File: src/hip_defs.vh
// constants for the isochronous microframe status block
`ifndef HIP_DEFS_VH
`define HIP_DEFS_VH
// ***********************************************************
// register word addresses (avalon word addressing)
// ***********************************************************
`define HIP_ADDR_W 4
`define HIP_REG_FRAME 4'h0
`define HIP_REG_CTRL 4'h1
`define HIP_REG_RESULT 4'h2
`define HIP_REG_CNT_A 4'h3
`define HIP_REG_CNT_B 4'h4
`define HIP_REG_CNT_C 4'h5
`define HIP_REG_IRQ_STS 4'h6
`define HIP_REG_IRQ_CLR 4'h7
`define HIP_REG_IRQ_EN 4'h8
`define HIP_REG_DIR 4'h9
// ***********************************************************
// field layout
// ***********************************************************
`define HIP_VALID_BIT 31
`define HIP_HALT_BIT 30
`define HIP_FRAME_SEL 7:3
`define HIP_FRAME_W 5
`define HIP_FIELD_W 8
`define HIP_RES_BASE 8
`define HIP_RES_W 3
`define HIP_RES_ERR 0
`define HIP_RES_BABBLE 1
`define HIP_RES_UNDER 2
`define HIP_CNT_W 12
`define HIP_SPLIT_LO8 7:0
`define HIP_SPLIT_HI4 11:8
`define HIP_SPLIT_LO4 3:0
`define HIP_SPLIT_HI8 11:4
`define HIP_DIR_IN_BIT 0
// ***********************************************************
// interrupt events
// ***********************************************************
`define HIP_EV_W 3
`define HIP_EV_DONE 0
`define HIP_EV_ERR 1
`define HIP_EV_HALT 2
// ***********************************************************
// reset values
// ***********************************************************
`define HIP_ZERO32 32'h0000_0000
`define HIP_ZERO8 8'h00
`define HIP_ZERO3 3'h0
`define HIP_ZERO12 12'h000
`endif

File: src/hip_iso_status.v
// high-speed isochronous descriptor microframe scheduling and write-back
// Notes on behaviour
// - an armed microframe of a matching frame gets its 12-bit count.
// - count 5 splits into bits 31..28 of word six and word seven.
// - count 2 splits into bits 3..0 of word six, 31..24 of word five.
// - counts 0 and 1 sit in word five, counts 3 and 4 in word six.
// - eight 3-bit results fill word four, bits 10..8 to 31..29.
// - result bit 0 flags a transaction error for both directions.
// - result bit 1 flags babble and is used for inbound transfers only.
// - result bit 2 flags underrun and is used for outbound transfers only.
// - active bits count only on a frame match; only armed ones issue.
// - software only sets active bits, hardware clears each when done.
// - active bit n arms microframe n, any pattern of bits works.
// - an engine halt sets the halt bit and clears the valid bit.
`timescale 1ns/1ps
`include "hip_defs.vh"

module hip_iso_status
#(
  parameter NUM_MF = 8
)
(
  input wire ref_clk,
  input wire rst_b,
  input wire [`HIP_ADDR_W-1:0] avs_address,
  input wire avs_read,
  input wire avs_write,
  input wire [31:0] avs_writedata,
  output reg [31:0] avs_readdata,
  output reg avs_waitrequest,
  output reg irq,
  input wire uframe_start,
  input wire [`HIP_FRAME_W-1:0] bus_frame_num,
  input wire [2:0] uframe_index,
  output reg iso_issue,
  output reg [2:0] iso_mf_index,
  output reg iso_token_in,
  input wire xact_done,
  input wire [`HIP_CNT_W-1:0] xact_byte_count,
  input wire xact_error,
  input wire xact_babble,
  input wire xact_underrun,
  input wire xact_halt
);

  // ***********************************************************
  // reset release
  // ***********************************************************
  // rst_sync is the only reset copy the rest of the block uses
  reg rst_meta;
  reg rst_sync;

  // async assert, two-flop release so all logic leaves reset together
  always @(posedge ref_clk or negedge rst_b)
  begin
    if (!rst_b)
    begin
      rst_meta <= 1'b0;
      rst_sync <= 1'b0;
    end
    else
    begin
      rst_meta <= 1'b1;
      rst_sync <= rst_meta;
    end
  end

  // ***********************************************************
  // descriptor and control state
  // ***********************************************************
  // two states suffice: at most one transaction is ever outstanding
  localparam ST_IDLE = 1'b0;
  localparam ST_WAIT = 1'b1;

  // descriptor fields kept in flops, shared by software and hardware
  reg state;
  reg [`HIP_FIELD_W-1:0] frame_field;
  reg desc_valid;
  reg desc_halt;
  reg [NUM_MF-1:0] microframe_active_mask;
  reg [`HIP_RES_W-1:0] mf_result [0:NUM_MF-1];
  reg [`HIP_CNT_W-1:0] mf_rx_byte_count [0:NUM_MF-1];
  reg [`HIP_EV_W-1:0] irq_sts;
  reg [`HIP_EV_W-1:0] irq_en;
  // one loop index per process, so each has a single writer
  integer wb_i;
  integer am_i;
  integer rd_i;

  // bus write commits only on the edge where the master sees waitrequest low
  wire wr_go = avs_write & ~avs_waitrequest;
  wire wr_frame = wr_go & (avs_address == `HIP_REG_FRAME);
  wire wr_ctrl = wr_go & (avs_address == `HIP_REG_CTRL);
  wire wr_result = wr_go & (avs_address == `HIP_REG_RESULT);
  wire wr_clr = wr_go & (avs_address == `HIP_REG_IRQ_CLR);
  wire wr_en = wr_go & (avs_address == `HIP_REG_IRQ_EN);
  wire wr_dir = wr_go & (avs_address == `HIP_REG_DIR);

  // frame compare on bits 7..3 only, low bits are don't care
  wire frame_match = (frame_field[`HIP_FRAME_SEL] == bus_frame_num);

  // start of an armed microframe in the programmed frame
  wire mf_armed = microframe_active_mask[uframe_index];
  wire start_ok = uframe_start & desc_valid & ~desc_halt & frame_match
                  & mf_armed;

  // an engine report only counts while a transaction is outstanding
  wire finish = (state == ST_WAIT) & xact_done;

  // ***********************************************************
  // result encoding
  // ***********************************************************
  // babble only means something inbound, underrun only outbound
  function [`HIP_RES_W-1:0] hip_encode;
    input err;
    input bab;
    input und;
    input dir_in;
    begin
      hip_encode = `HIP_ZERO3;
      hip_encode[`HIP_RES_ERR] = err;
      hip_encode[`HIP_RES_BABBLE] = bab & dir_in;
      hip_encode[`HIP_RES_UNDER] = und & ~dir_in;
    end
  endfunction

  // ***********************************************************
  // sequencer
  // ***********************************************************
  // one transaction in flight; further microframe starts are ignored
  // until the engine reports done, which the engine must guarantee
  always @(posedge ref_clk or negedge rst_sync)
  begin
    if (!rst_sync)
    begin
      state <= ST_IDLE;
      iso_issue <= 1'b0;
      iso_mf_index <= `HIP_ZERO3;
    end
    else
    begin
      // issue is a single-cycle pulse
      iso_issue <= 1'b0;
      case (state)
        ST_IDLE:
        begin
          if (start_ok)
          begin
            iso_issue <= 1'b1;
            iso_mf_index <= uframe_index;
            state <= ST_WAIT;
          end
        end
        ST_WAIT:
        begin
          if (xact_done)
            state <= ST_IDLE;
        end
        default:
          state <= ST_IDLE;
      endcase
    end
  end

  // ***********************************************************
  // per-microframe write-back
  // ***********************************************************
  // only the microframe just processed is touched, others keep values
  always @(posedge ref_clk or negedge rst_sync)
  begin
    if (!rst_sync)
    begin
      for (wb_i = 0; wb_i < NUM_MF; wb_i = wb_i + 1)
      begin
        mf_result[wb_i] <= `HIP_ZERO3;
        mf_rx_byte_count[wb_i] <= `HIP_ZERO12;
      end
    end
    else if (finish)
    begin
      mf_rx_byte_count[iso_mf_index] <= xact_byte_count;
      mf_result[iso_mf_index] <= hip_encode(xact_error, xact_babble,
                                            xact_underrun,
                                            iso_token_in);
    end
  end

  // ***********************************************************
  // active mask: software sets, hardware clears after processing
  // ***********************************************************
  // a software set in the same cycle as the hardware clear wins,
  // since it is a fresh request for the next frame
  always @(posedge ref_clk or negedge rst_sync)
  begin
    if (!rst_sync)
      microframe_active_mask <= {NUM_MF{1'b0}};
    else
    begin
      for (am_i = 0; am_i < NUM_MF; am_i = am_i + 1)
      begin
        if (wr_result & avs_writedata[am_i])
          microframe_active_mask[am_i] <= 1'b1;
        else if (finish & (iso_mf_index == am_i[2:0]))
          microframe_active_mask[am_i] <= 1'b0;
      end
    end
  end

  // ***********************************************************
  // frame field, valid, halt, direction
  // ***********************************************************
  // halt stays set until software rewrites the control word
  always @(posedge ref_clk or negedge rst_sync)
  begin
    if (!rst_sync)
    begin
      frame_field <= `HIP_ZERO8;
      desc_valid <= 1'b0;
      desc_halt <= 1'b0;
      iso_token_in <= 1'b0;
    end
    else
    begin
      if (wr_frame)
        frame_field <= avs_writedata[`HIP_FIELD_W-1:0];
      if (wr_dir)
        iso_token_in <= avs_writedata[`HIP_DIR_IN_BIT];
      // hardware halt overrides a software write in the same cycle
      if (finish & xact_halt)
      begin
        desc_halt <= 1'b1;
        desc_valid <= 1'b0;
      end
      else if (wr_ctrl)
      begin
        desc_halt <= avs_writedata[`HIP_HALT_BIT];
        desc_valid <= avs_writedata[`HIP_VALID_BIT];
      end
    end
  end

  // ***********************************************************
  // interrupts
  // ***********************************************************
  // events pulse on the finishing edge only
  wire [`HIP_EV_W-1:0] ev;
  assign ev[`HIP_EV_DONE] = finish;
  assign ev[`HIP_EV_ERR] = finish & (xact_error | xact_babble
                                     | xact_underrun);
  assign ev[`HIP_EV_HALT] = finish & xact_halt;

  // sticky status, set wins over a clear in the same cycle;
  // irq is registered so it trails status by one clock
  always @(posedge ref_clk or negedge rst_sync)
  begin
    if (!rst_sync)
    begin
      irq_sts <= `HIP_ZERO3;
      irq_en <= `HIP_ZERO3;
      irq <= 1'b0;
    end
    else
    begin
      irq_sts <= (irq_sts & ~({`HIP_EV_W{wr_clr}}
                 & avs_writedata[`HIP_EV_W-1:0])) | ev;
      if (wr_en)
        irq_en <= avs_writedata[`HIP_EV_W-1:0];
      irq <= |(irq_sts & irq_en);
    end
  end

  // ***********************************************************
  // register read assembly
  // ***********************************************************
  // read words mirror the descriptor dword layout
  reg [31:0] rd_mux;
  reg [31:0] res_word;

  always @*
  begin
    res_word = `HIP_ZERO32;
    for (rd_i = 0; rd_i < NUM_MF; rd_i = rd_i + 1)
      res_word[`HIP_RES_BASE + `HIP_RES_W*rd_i +: `HIP_RES_W] =
        mf_result[rd_i];
    // low byte shows which microframes are still armed
    res_word[NUM_MF-1:0] = microframe_active_mask;
    case (avs_address)
      `HIP_REG_FRAME:
        rd_mux = {24'h000000, frame_field};
      `HIP_REG_CTRL:
        rd_mux = {desc_valid, desc_halt, 30'h0};
      `HIP_REG_RESULT:
        rd_mux = res_word;
      `HIP_REG_CNT_A:
        rd_mux = {mf_rx_byte_count[2][`HIP_SPLIT_LO8],
                  mf_rx_byte_count[1],
                  mf_rx_byte_count[0]};
      `HIP_REG_CNT_B:
        rd_mux = {mf_rx_byte_count[5][`HIP_SPLIT_LO4],
                  mf_rx_byte_count[4],
                  mf_rx_byte_count[3],
                  mf_rx_byte_count[2][`HIP_SPLIT_HI4]};
      `HIP_REG_CNT_C:
        rd_mux = {mf_rx_byte_count[7],
                  mf_rx_byte_count[6],
                  mf_rx_byte_count[5][`HIP_SPLIT_HI8]};
      `HIP_REG_IRQ_STS:
        rd_mux = {29'h0, irq_sts};
      `HIP_REG_IRQ_EN:
        rd_mux = {29'h0, irq_en};
      `HIP_REG_DIR:
        rd_mux = {31'h0, iso_token_in};
      // unmapped words and the clear register read as zero
      default:
        rd_mux = `HIP_ZERO32;
    endcase
  end

  // ***********************************************************
  // avalon slave handshake
  // ***********************************************************
  // fixed one wait cycle: waitrequest drops the edge after a request
  // arrives and rises again after the accepting edge
  always @(posedge ref_clk or negedge rst_sync)
  begin
    if (!rst_sync)
    begin
      avs_waitrequest <= 1'b1;
      avs_readdata <= `HIP_ZERO32;
    end
    else
    begin
      if ((avs_read | avs_write) & avs_waitrequest)
      begin
        avs_waitrequest <= 1'b0;
        avs_readdata <= rd_mux;
      end
      else
        avs_waitrequest <= 1'b1;
    end
  end

endmodule

File: config.mk
export PLATFORM = sky130hd
export DESIGN_NAME = hip_iso_status
export DESIGN_NICKNAME = d
export VERILOG_FILES = /design/src/hip_iso_status.v
export VERILOG_INCLUDE_DIRS = /design/src /design/src/src
export SDC_FILE = /design/constraint.sdc
export NUM_CORES = 1
export LEC_CHECK = 0
export BUFFER_PORTS_ARGS = -buffer_cell sky130_fd_sc_hd__buf_2
export CAP_MARGIN = 20
export CORE_MARGIN = 2
export CORE_UTILIZATION = 24
export DETAILED_ROUTE_END_ITERATION = 16
export GPL_TIMING_DRIVEN = 0
export PLACE_DENSITY = 0.36
export SYNTH_ARGS = -nofsm -noshare
export SYNTH_HDL_FRONTEND = slang
export SYNTH_SLANG_ARGS = --single-unit
File: constraint.sdc
create_clock -name ref_clk -period 7 [get_ports ref_clk]
set_clock_uncertainty 0.15 [all_clocks]
set_input_delay 1.05 -clock ref_clk [delete_from_list [all_inputs] [get_ports ref_clk]]
set_output_delay 1.05 -clock ref_clk [all_outputs]
set_load 0.05 [all_outputs]
==> impl_metrics.json, run 1 <==
{
  "chipWidth_um": 187.8,
  "cts_buffers": 17,
  "regToRegStartpoint": "state$_DFF_PN0_",
  "synth_top_family_by_area": "multiplexers",
  "cp_common_cell": "buf_2",
  "synthMuxAreaShare": 0.1446,
  "required_ns": 7.20,
  "tns_ns": 0,
  "syn_inst": 694,
  "hold_class": "reg2reg",
  "grt_setup_unrepaired": "false",
  "hold_violations": 0,
  "holdCritStartpoint": "rst_meta$_DFF_PN0_",
  "pre_cts_slack_ns": 3.446,
  "cts_tree": "done",
  "synth_flop_cell": "dfrtp_1",
  "synth-simple-area-share": 0.1193,
  "slew_headroom": 0.3069,
  "grt_use_met1": 0.2315,
  "initialDrtViolationCount": 394,
  "postCtsSetupRepairBufs": 0,
  "slowest_stage": "clkbuf_1",
  "grt_util_met3": 0.02620,
  "grt.busiest_layer": "met2",
  "r2r-end": "mf_rx_byte_count[80]$_DFFE_PN0P_",
  "fin_nets": 864,
  "holdPathStages": 0,
  "antenna_cells": 0,
  "dpl.hpwl_um": 18780,
  "synth-xor-area-share": 0.005402,
  "period_share": 0.4390,
  "place.gp.congestion": 0.7077,
  "end_kind": "register",
  "syn2layout_area_growth_pct": 20.54,
  "path_buf_inv": 4,
  "boundaryPins": 105,
  "reg2reg_slack_ns": 4.40,
  "ys_seq_area_frac": 0.5743,
  "drive_above_1_share": 0.2984,
  "reg2regPathDepth": 4,
  "status": "finished clean",
  "clock_path_buffers": 2,
  "wl_um": 27500,
  "synthesis.nets": 760,
  "setup_slack_ns": 3.927,
  "synth.avg_cell_area_sq_um": 11.68,
  "worstSetupStartpointType": "input port",
  "ys_seq_elements": 186,
  "period_needed_ns": 3.073,
  "insertion_delay_ns": 0.45,
  "cts_sinks": 186,
  "use_met2": 0.2584,
  "vdd.ir_drop.worst_uv": 165.3,
  "path_cells": "buf_2 -> o21ai_1 -> buf_4 -> a221o_1 -> buf_2 -> clkbuf_1 -> a21oi_1 -> a21o_1",
  "yosysWarnings": 0,
  "grt_overflow": 0,
  "cp_max_fo": 10,
  "worst-setup-path-type": "in2reg",
  "cts_root_buf": "clkbuf_16",
  "core-area_sq_mm": 0.03336,
  "p_per_area_mw_per_mm2": 246.1,
  "finalPower_mw": 2.405,
  "grt_pass1_wl_um": 41870,
  "vias": 5863,
  "slowest_delay_ns": 0.65,
  "first_global_vias": 6225,
  "crit_cells": 8,
  "grt_max_degree": 63,
  "rows": 67,
  "fillers": 3541,
  "cap_violations": 0,
  "synth_cell_types": 55,
  "hold_path_end": "rst_sync$_DFF_PN0_",
  "synth_edf_count": 0,
  "setup-violations-final": 0,
  "antenna_found_initial": 2,
  "final_antenna_net_count": 0,
  "via_per_inst": 4.657,
  "drt-wirelength-per-cell_um": 21.85,
  "netlist_area_sq_mm": 0.008107,
  "fmax_ghz": 0.3254,
  "synthAdderAreaFrac": 0,
  "die_h_um": 187.8,
  "cts.htree.levels": 4,
  "final_util": 0.2929,
  "clkSlewWorstSetupHoldPaths_ns": 0.08,
  "dieArea_sq_mm": 0.03526,
  "crit_arrival_ns": 3.27,
  "synth_compound_area_frac": 0.1255,
  "io_buffers": 80,
  "power.leakage_nw": 4.887,
  "grt_usage": 0.1622,
  "synthArstFlopShare": 1.000,
  "cpLargestDelayFamily": "buffers and inverters",
  "finalMaxSlewViolations": 0,
  "worst_slew_pin_slew_ns": 1.037,
  "drtPass1Iterations": 7,
  "drc_errors": 0,
  "start_util": 0.2430
}
## cell usage after synthesis, types with 5 or more instances
| library cell | number | area (sq um) |
|---|---|---|
| dfrtp_1 | 185 | 4629 |
| nand2_1 | 167 | 626.9 |
| mux2_2 | 85 | 957.2 |
| a222oi_1 | 30 | 300.3 |
| clkbuf_1 | 25 | 93.84 |
| a21o_1 | 24 | 180.2 |
| a21oi_1 | 23 | 115.1 |
| o21ai_0 | 23 | 115.1 |
| a22o_1 | 15 | 131.4 |
| buf_2 | 11 | 55.05 |
| inv_1 | 11 | 41.29 |
| nor2_1 | 6 | 22.52 |
| nor2b_1 | 6 | 37.54 |
| a32oi_1 | 5 | 43.79 |
| mux2_4 | 5 | 75.07 |
| mux2i_1 | 5 | 50.05 |
| nand3_1 | 5 | 25.02 |
## worst max-delay path by stage
stage	from	endpoint	slack, ns
2_1_floorplan	rst_sync$_DFF_PN0_	avs_readdata[0]$_DFFE_PN0P_	1.29
3_3_place_gp	rst_sync$_DFF_PN0_	avs_readdata[15]$_DFFE_PN0P_	-1.76
3_5_place_dp	avs_write	avs_readdata[27]$_DFFE_PN0P_	3.45
4_1_cts	avs_write	avs_readdata[27]$_DFFE_PN0P_	3.93
5_1_grt	avs_address[3]	avs_readdata[18]$_DFFE_PN0P_	3.80
6_report	avs_write	avs_readdata[27]$_DFFE_PN0P_	3.93
## cell usage in the layout, fill, tap and decap left out, types with 2 or more instances in the layout
cell / instances
mux2_2: 85
xnor2_1: 3
nand2b_1: 3
a32oi_1: 5
inv_1: 11
or2_2: 3
nor4b_2: 2
bufinv_16: 2
clkbuf_16: 17
a21oi_1: 23
mux4_2: 4
clkbuf_1: 26
o31ai_1: 2
a22oi_1: 3
dfrtp_1: 184
buf_6: 2
buf_16: 3
mux2_4: 5
o2bb2ai_1: 2
xor2_1: 2
and3b_1: 2
nor4bb_1: 3
nor2b_1: 6
a22o_1: 15
buf_2: 91
a222oi_1: 30
nor3_2: 3
o21ai_0: 23
nor2_1: 6
mux2i_1: 5
nand3_1: 5
buf_4: 5
inv_6: 6
nand2_1: 167
clkinv_4: 3
nand3_2: 2
a21o_1: 24
## power breakdown
part	total [mW]	internal, mW	leakage, nW	switching, mW
Clock	1.03	0.548	0.292	0.478
Sequential	1.15	1.11	2.54	0.0385
Combinational	0.228	0.0805	2.06	0.148
## through the flow
stage,area (sq um),instances,hold slack (ns)
floorplan,8107,694,0.1812
global placement,9067,1222,0.1833
detailed placement,9161,1226,-0.01618
CTS,9772,1259,0.2033
global route,9772,1259,0.2091
finish,9772,1259,0.2028
## flip-flops by register name, indices dropped and copies added (netlist names)
signal                  count
mf_rx_byte_count           96
state                       1
irq                         1
irq_sts                     3
iso_mf_index                3
desc_halt                   1
frame_field                 8
rst_meta                    1
iso_token_in                1
irq_en                      3
avs_readdata               32
microframe_active_mask      8
iso_issue                   1
avs_waitrequest             1
desc_valid                  1
rst_sync                    1
mf_result                  24
## timing repair
action | CTS | global route
resized for setup | 0 | 0
hold endpoints to repair | 2 | 0
hold buffers | 1 | 0
## layer usage
layer  share of wire  wire [um]
met4          0.0077        211
met3           0.031        851
met2            0.47      12880
met1            0.49      13560
met5               0          0
## layout make-up
type	count	area, sq um	share of cell area
repair buffers	85	500.5	0.05122
inverters	11	41.29	0.004225
clock inverters	13	157.7	0.01613
flip-flops and latches	186	4659	0.4768
clock buffers	19	442.9	0.04533
plain buffers	43	205.2	0.02100
multi-input cells	454	3204	0.3279
well taps	448	560.5	0.05736
## cell families after synthesis
kind of cell	count (synthesis)
AND/OR/NAND/NOR	213
other	1
multiplexers	99
AO/OA/AOI/OAI	136
flip-flops	186
XOR/XNOR	5
buffers and inverters	54
Power figures use the tool's default switching activity.
==> inputs of run 2 (changes only) <==
--- a/config.mk
+++ b/config.mk
@@ -12,7 +12,7 @@
 export CORE_UTILIZATION = 24
 export DETAILED_ROUTE_END_ITERATION = 16
 export GPL_TIMING_DRIVEN = 0
-export PLACE_DENSITY = 0.36
+export PLACE_DENSITY = 0.37
 export SYNTH_ARGS = -nofsm -noshare
 export SYNTH_HDL_FRONTEND = slang
 export SYNTH_SLANG_ARGS = --single-unit
==> constraint.sdc (replaced) <==
create_clock -name ref_clk -period 2.7 [get_ports ref_clk]
set_clock_uncertainty 0.15 [all_clocks]
set_input_delay 0.405 -clock ref_clk [delete_from_list [all_inputs] [get_ports ref_clk]]
set_output_delay 0.405 -clock ref_clk [all_outputs]
set_load 0.05 [all_outputs]
==> impl_metrics.json, run 2 (synthesis results as in run 1) <==
{
  "postPlaceCellArea_sq_mm": 0.009146,
  "layout_common_cells": "184 x dfrtp_1, 167 x nand2_1, 91 x buf_2",
  "postCtsSetupRepairBufs": 0,
  "period_needed_ns": 2.520,
  "final_util": 0.2911,
  "hold_class": "in2reg",
  "reg2reg_slack_ns": 0.18,
  "finalMaxSlewViolations": 0,
  "cts.htree.levels": 4,
  "crit_arrival_ns": 2.70,
  "grt_pass1_wl_um": 41610,
  "largest_reg_flops": 96,
  "clkSlewWorstSetupHoldPaths_ns": 0.08,
  "hold_slack_ns": 0.01995,
  "largest_registers": "mf_rx_byte_count x96, avs_readdata x32, mf_result x24",
  "drc_errors": 0,
  "dpl.cell_count": 1225,
  "setup-violations-final": 0,
  "wl_um": 27580,
  "dieArea_sq_mm": 0.03526,
  "antenna_found_initial": 0,
  "p_per_area_mw_per_mm2": 620.0,
  "power.leakage_nw": 4.853,
  "status": "finished clean",
  "grt_usage": 0.1611,
  "drtPass1Iterations": 8,
  "rows": 67,
  "required_ns": 2.88,
  "fmax_ghz": 0.3968,
  "grt_max_degree": 64,
  "end_kind": "register",
  "clock_path_buffers": 2,
  "syn2layout_area_growth_pct": 19.80,
  "period_share": 0.9334,
  "fin_nets": 863,
  "io_buffers": 80,
  "cts_tree": "done",
  "slew_headroom": 0.2891,
  "die_h_um": 187.8,
  "first_global_vias": 6129,
  "start_util": 0.2430,
  "grt_overflow": 0,
  "layout_commonest_cell": "dfrtp_1",
  "fin_area_sq_mm": 0.009712,
  "boundaryPins": 105,
  "cap_violations": 0,
  "antenna_cells": 0,
  "worstSetupStartpointType": "register",
  "final_antenna_net_count": 0,
  "insertion_delay_ns": 0.44,
  "grt_setup_unrepaired": "false",
  "drt-wirelength-per-cell_um": 21.96,
  "place.gp.congestion": 0.7327,
  "worst-setup-path-type": "reg2reg",
  "cts_root_buf": "clkbuf_16",
  "vias": 5938,
  "stdcell_count": 1256,
  "top_register": "mf_rx_byte_count",
  "drive_above_1_share": 0.2958,
  "core-area_sq_mm": 0.03336,
  "vdd.ir_drop.worst_uv": 448.4,
  "via_per_inst": 4.728,
  "cts_buffers": 17,
  "initialDrtViolationCount": 409,
  "hold_violations": 0,
  "chipWidth_um": 187.8,
  "cp_max_fo": 10,
  "worst_slew_pin_slew_ns": 1.059,
  "cts_sinks": 186,
  "dpl.hpwl_um": 18800
}
run 2: report_power, final:
part / switching (mW) / total [mW] / internal, mW
logic: 0.374 / 0.579 / 0.206
registers: 0.108 / 2.99 / 2.88
clock network: 1.16 / 2.45 / 1.29
run 2: routing by layer:
layer / track usage / wire length, um
met5: 0 / 0
met2: 0.2526 / 12760
met3: 0.02508 / 1064
met4: 0.04088 / 269
met1: 0.2318 / 13480
run 2: worst paths after layout:
path,start,to,cells after the start
min,xact_halt,desc_valid$_DFFE_PN0P_,2
min in group asynchronous,rst_b,rst_sync$_DFF_PN0_,2
max,avs_waitrequest$_DFF_PN1_,avs_readdata[18]$_DFFE_PN0P_,6
max reg2reg,avs_waitrequest$_DFF_PN1_,avs_readdata[18]$_DFFE_PN0P_,6
max in group asynchronous,rst_sync$_DFF_PN0_,mf_rx_byte_count[59]$_DFFE_PN0P_,2
min reg2reg,rst_sync$_DFF_PN0_,frame_field[4]$_DFFE_PN0P_,0
run 2: stage by stage:
stage	power [mW]	TNS, ns	worst slack (ns)
2_1_floorplan	3.352	0	0.5310
3_3_place_gp	3.621	-64.80	-0.3853
3_5_place_dp	3.638	-5.251	-0.3454
4_1_cts	6.107	0	0.06389
5_1_grt	6.269	0	0.03628
6_report	6.021	0	0.1798
run 2: final cells by class:
cell class                      count  area, sq um
Sequential cell                   186         4659
Clock inverter                     10        95.09
Clock buffer                       20        446.7
Multi-Input combinational cell    454         3217
Timing Repair Buffer               84        485.5
Inverter                           11        41.29
Tap cell                          448        560.5
Fill cell                        3574        23650
Buffer                             43        206.4
run 2: critical path: stages (launching register included):
cell and delay [ns]:
dfstp_2 0.38, o21ai_1 0.55, a221o_1 0.20, buf_2 0.23, buf_1 0.53, a21oi_1 0.17
a21o_1 0.19
run 2: what timing repair did:
item / CTS / global route
endpoints found under the setup margin: 0 / 8
resized for setup: 0 / 4
hold endpoints to repair: 2 / 0
hold buffers: 1 / 0
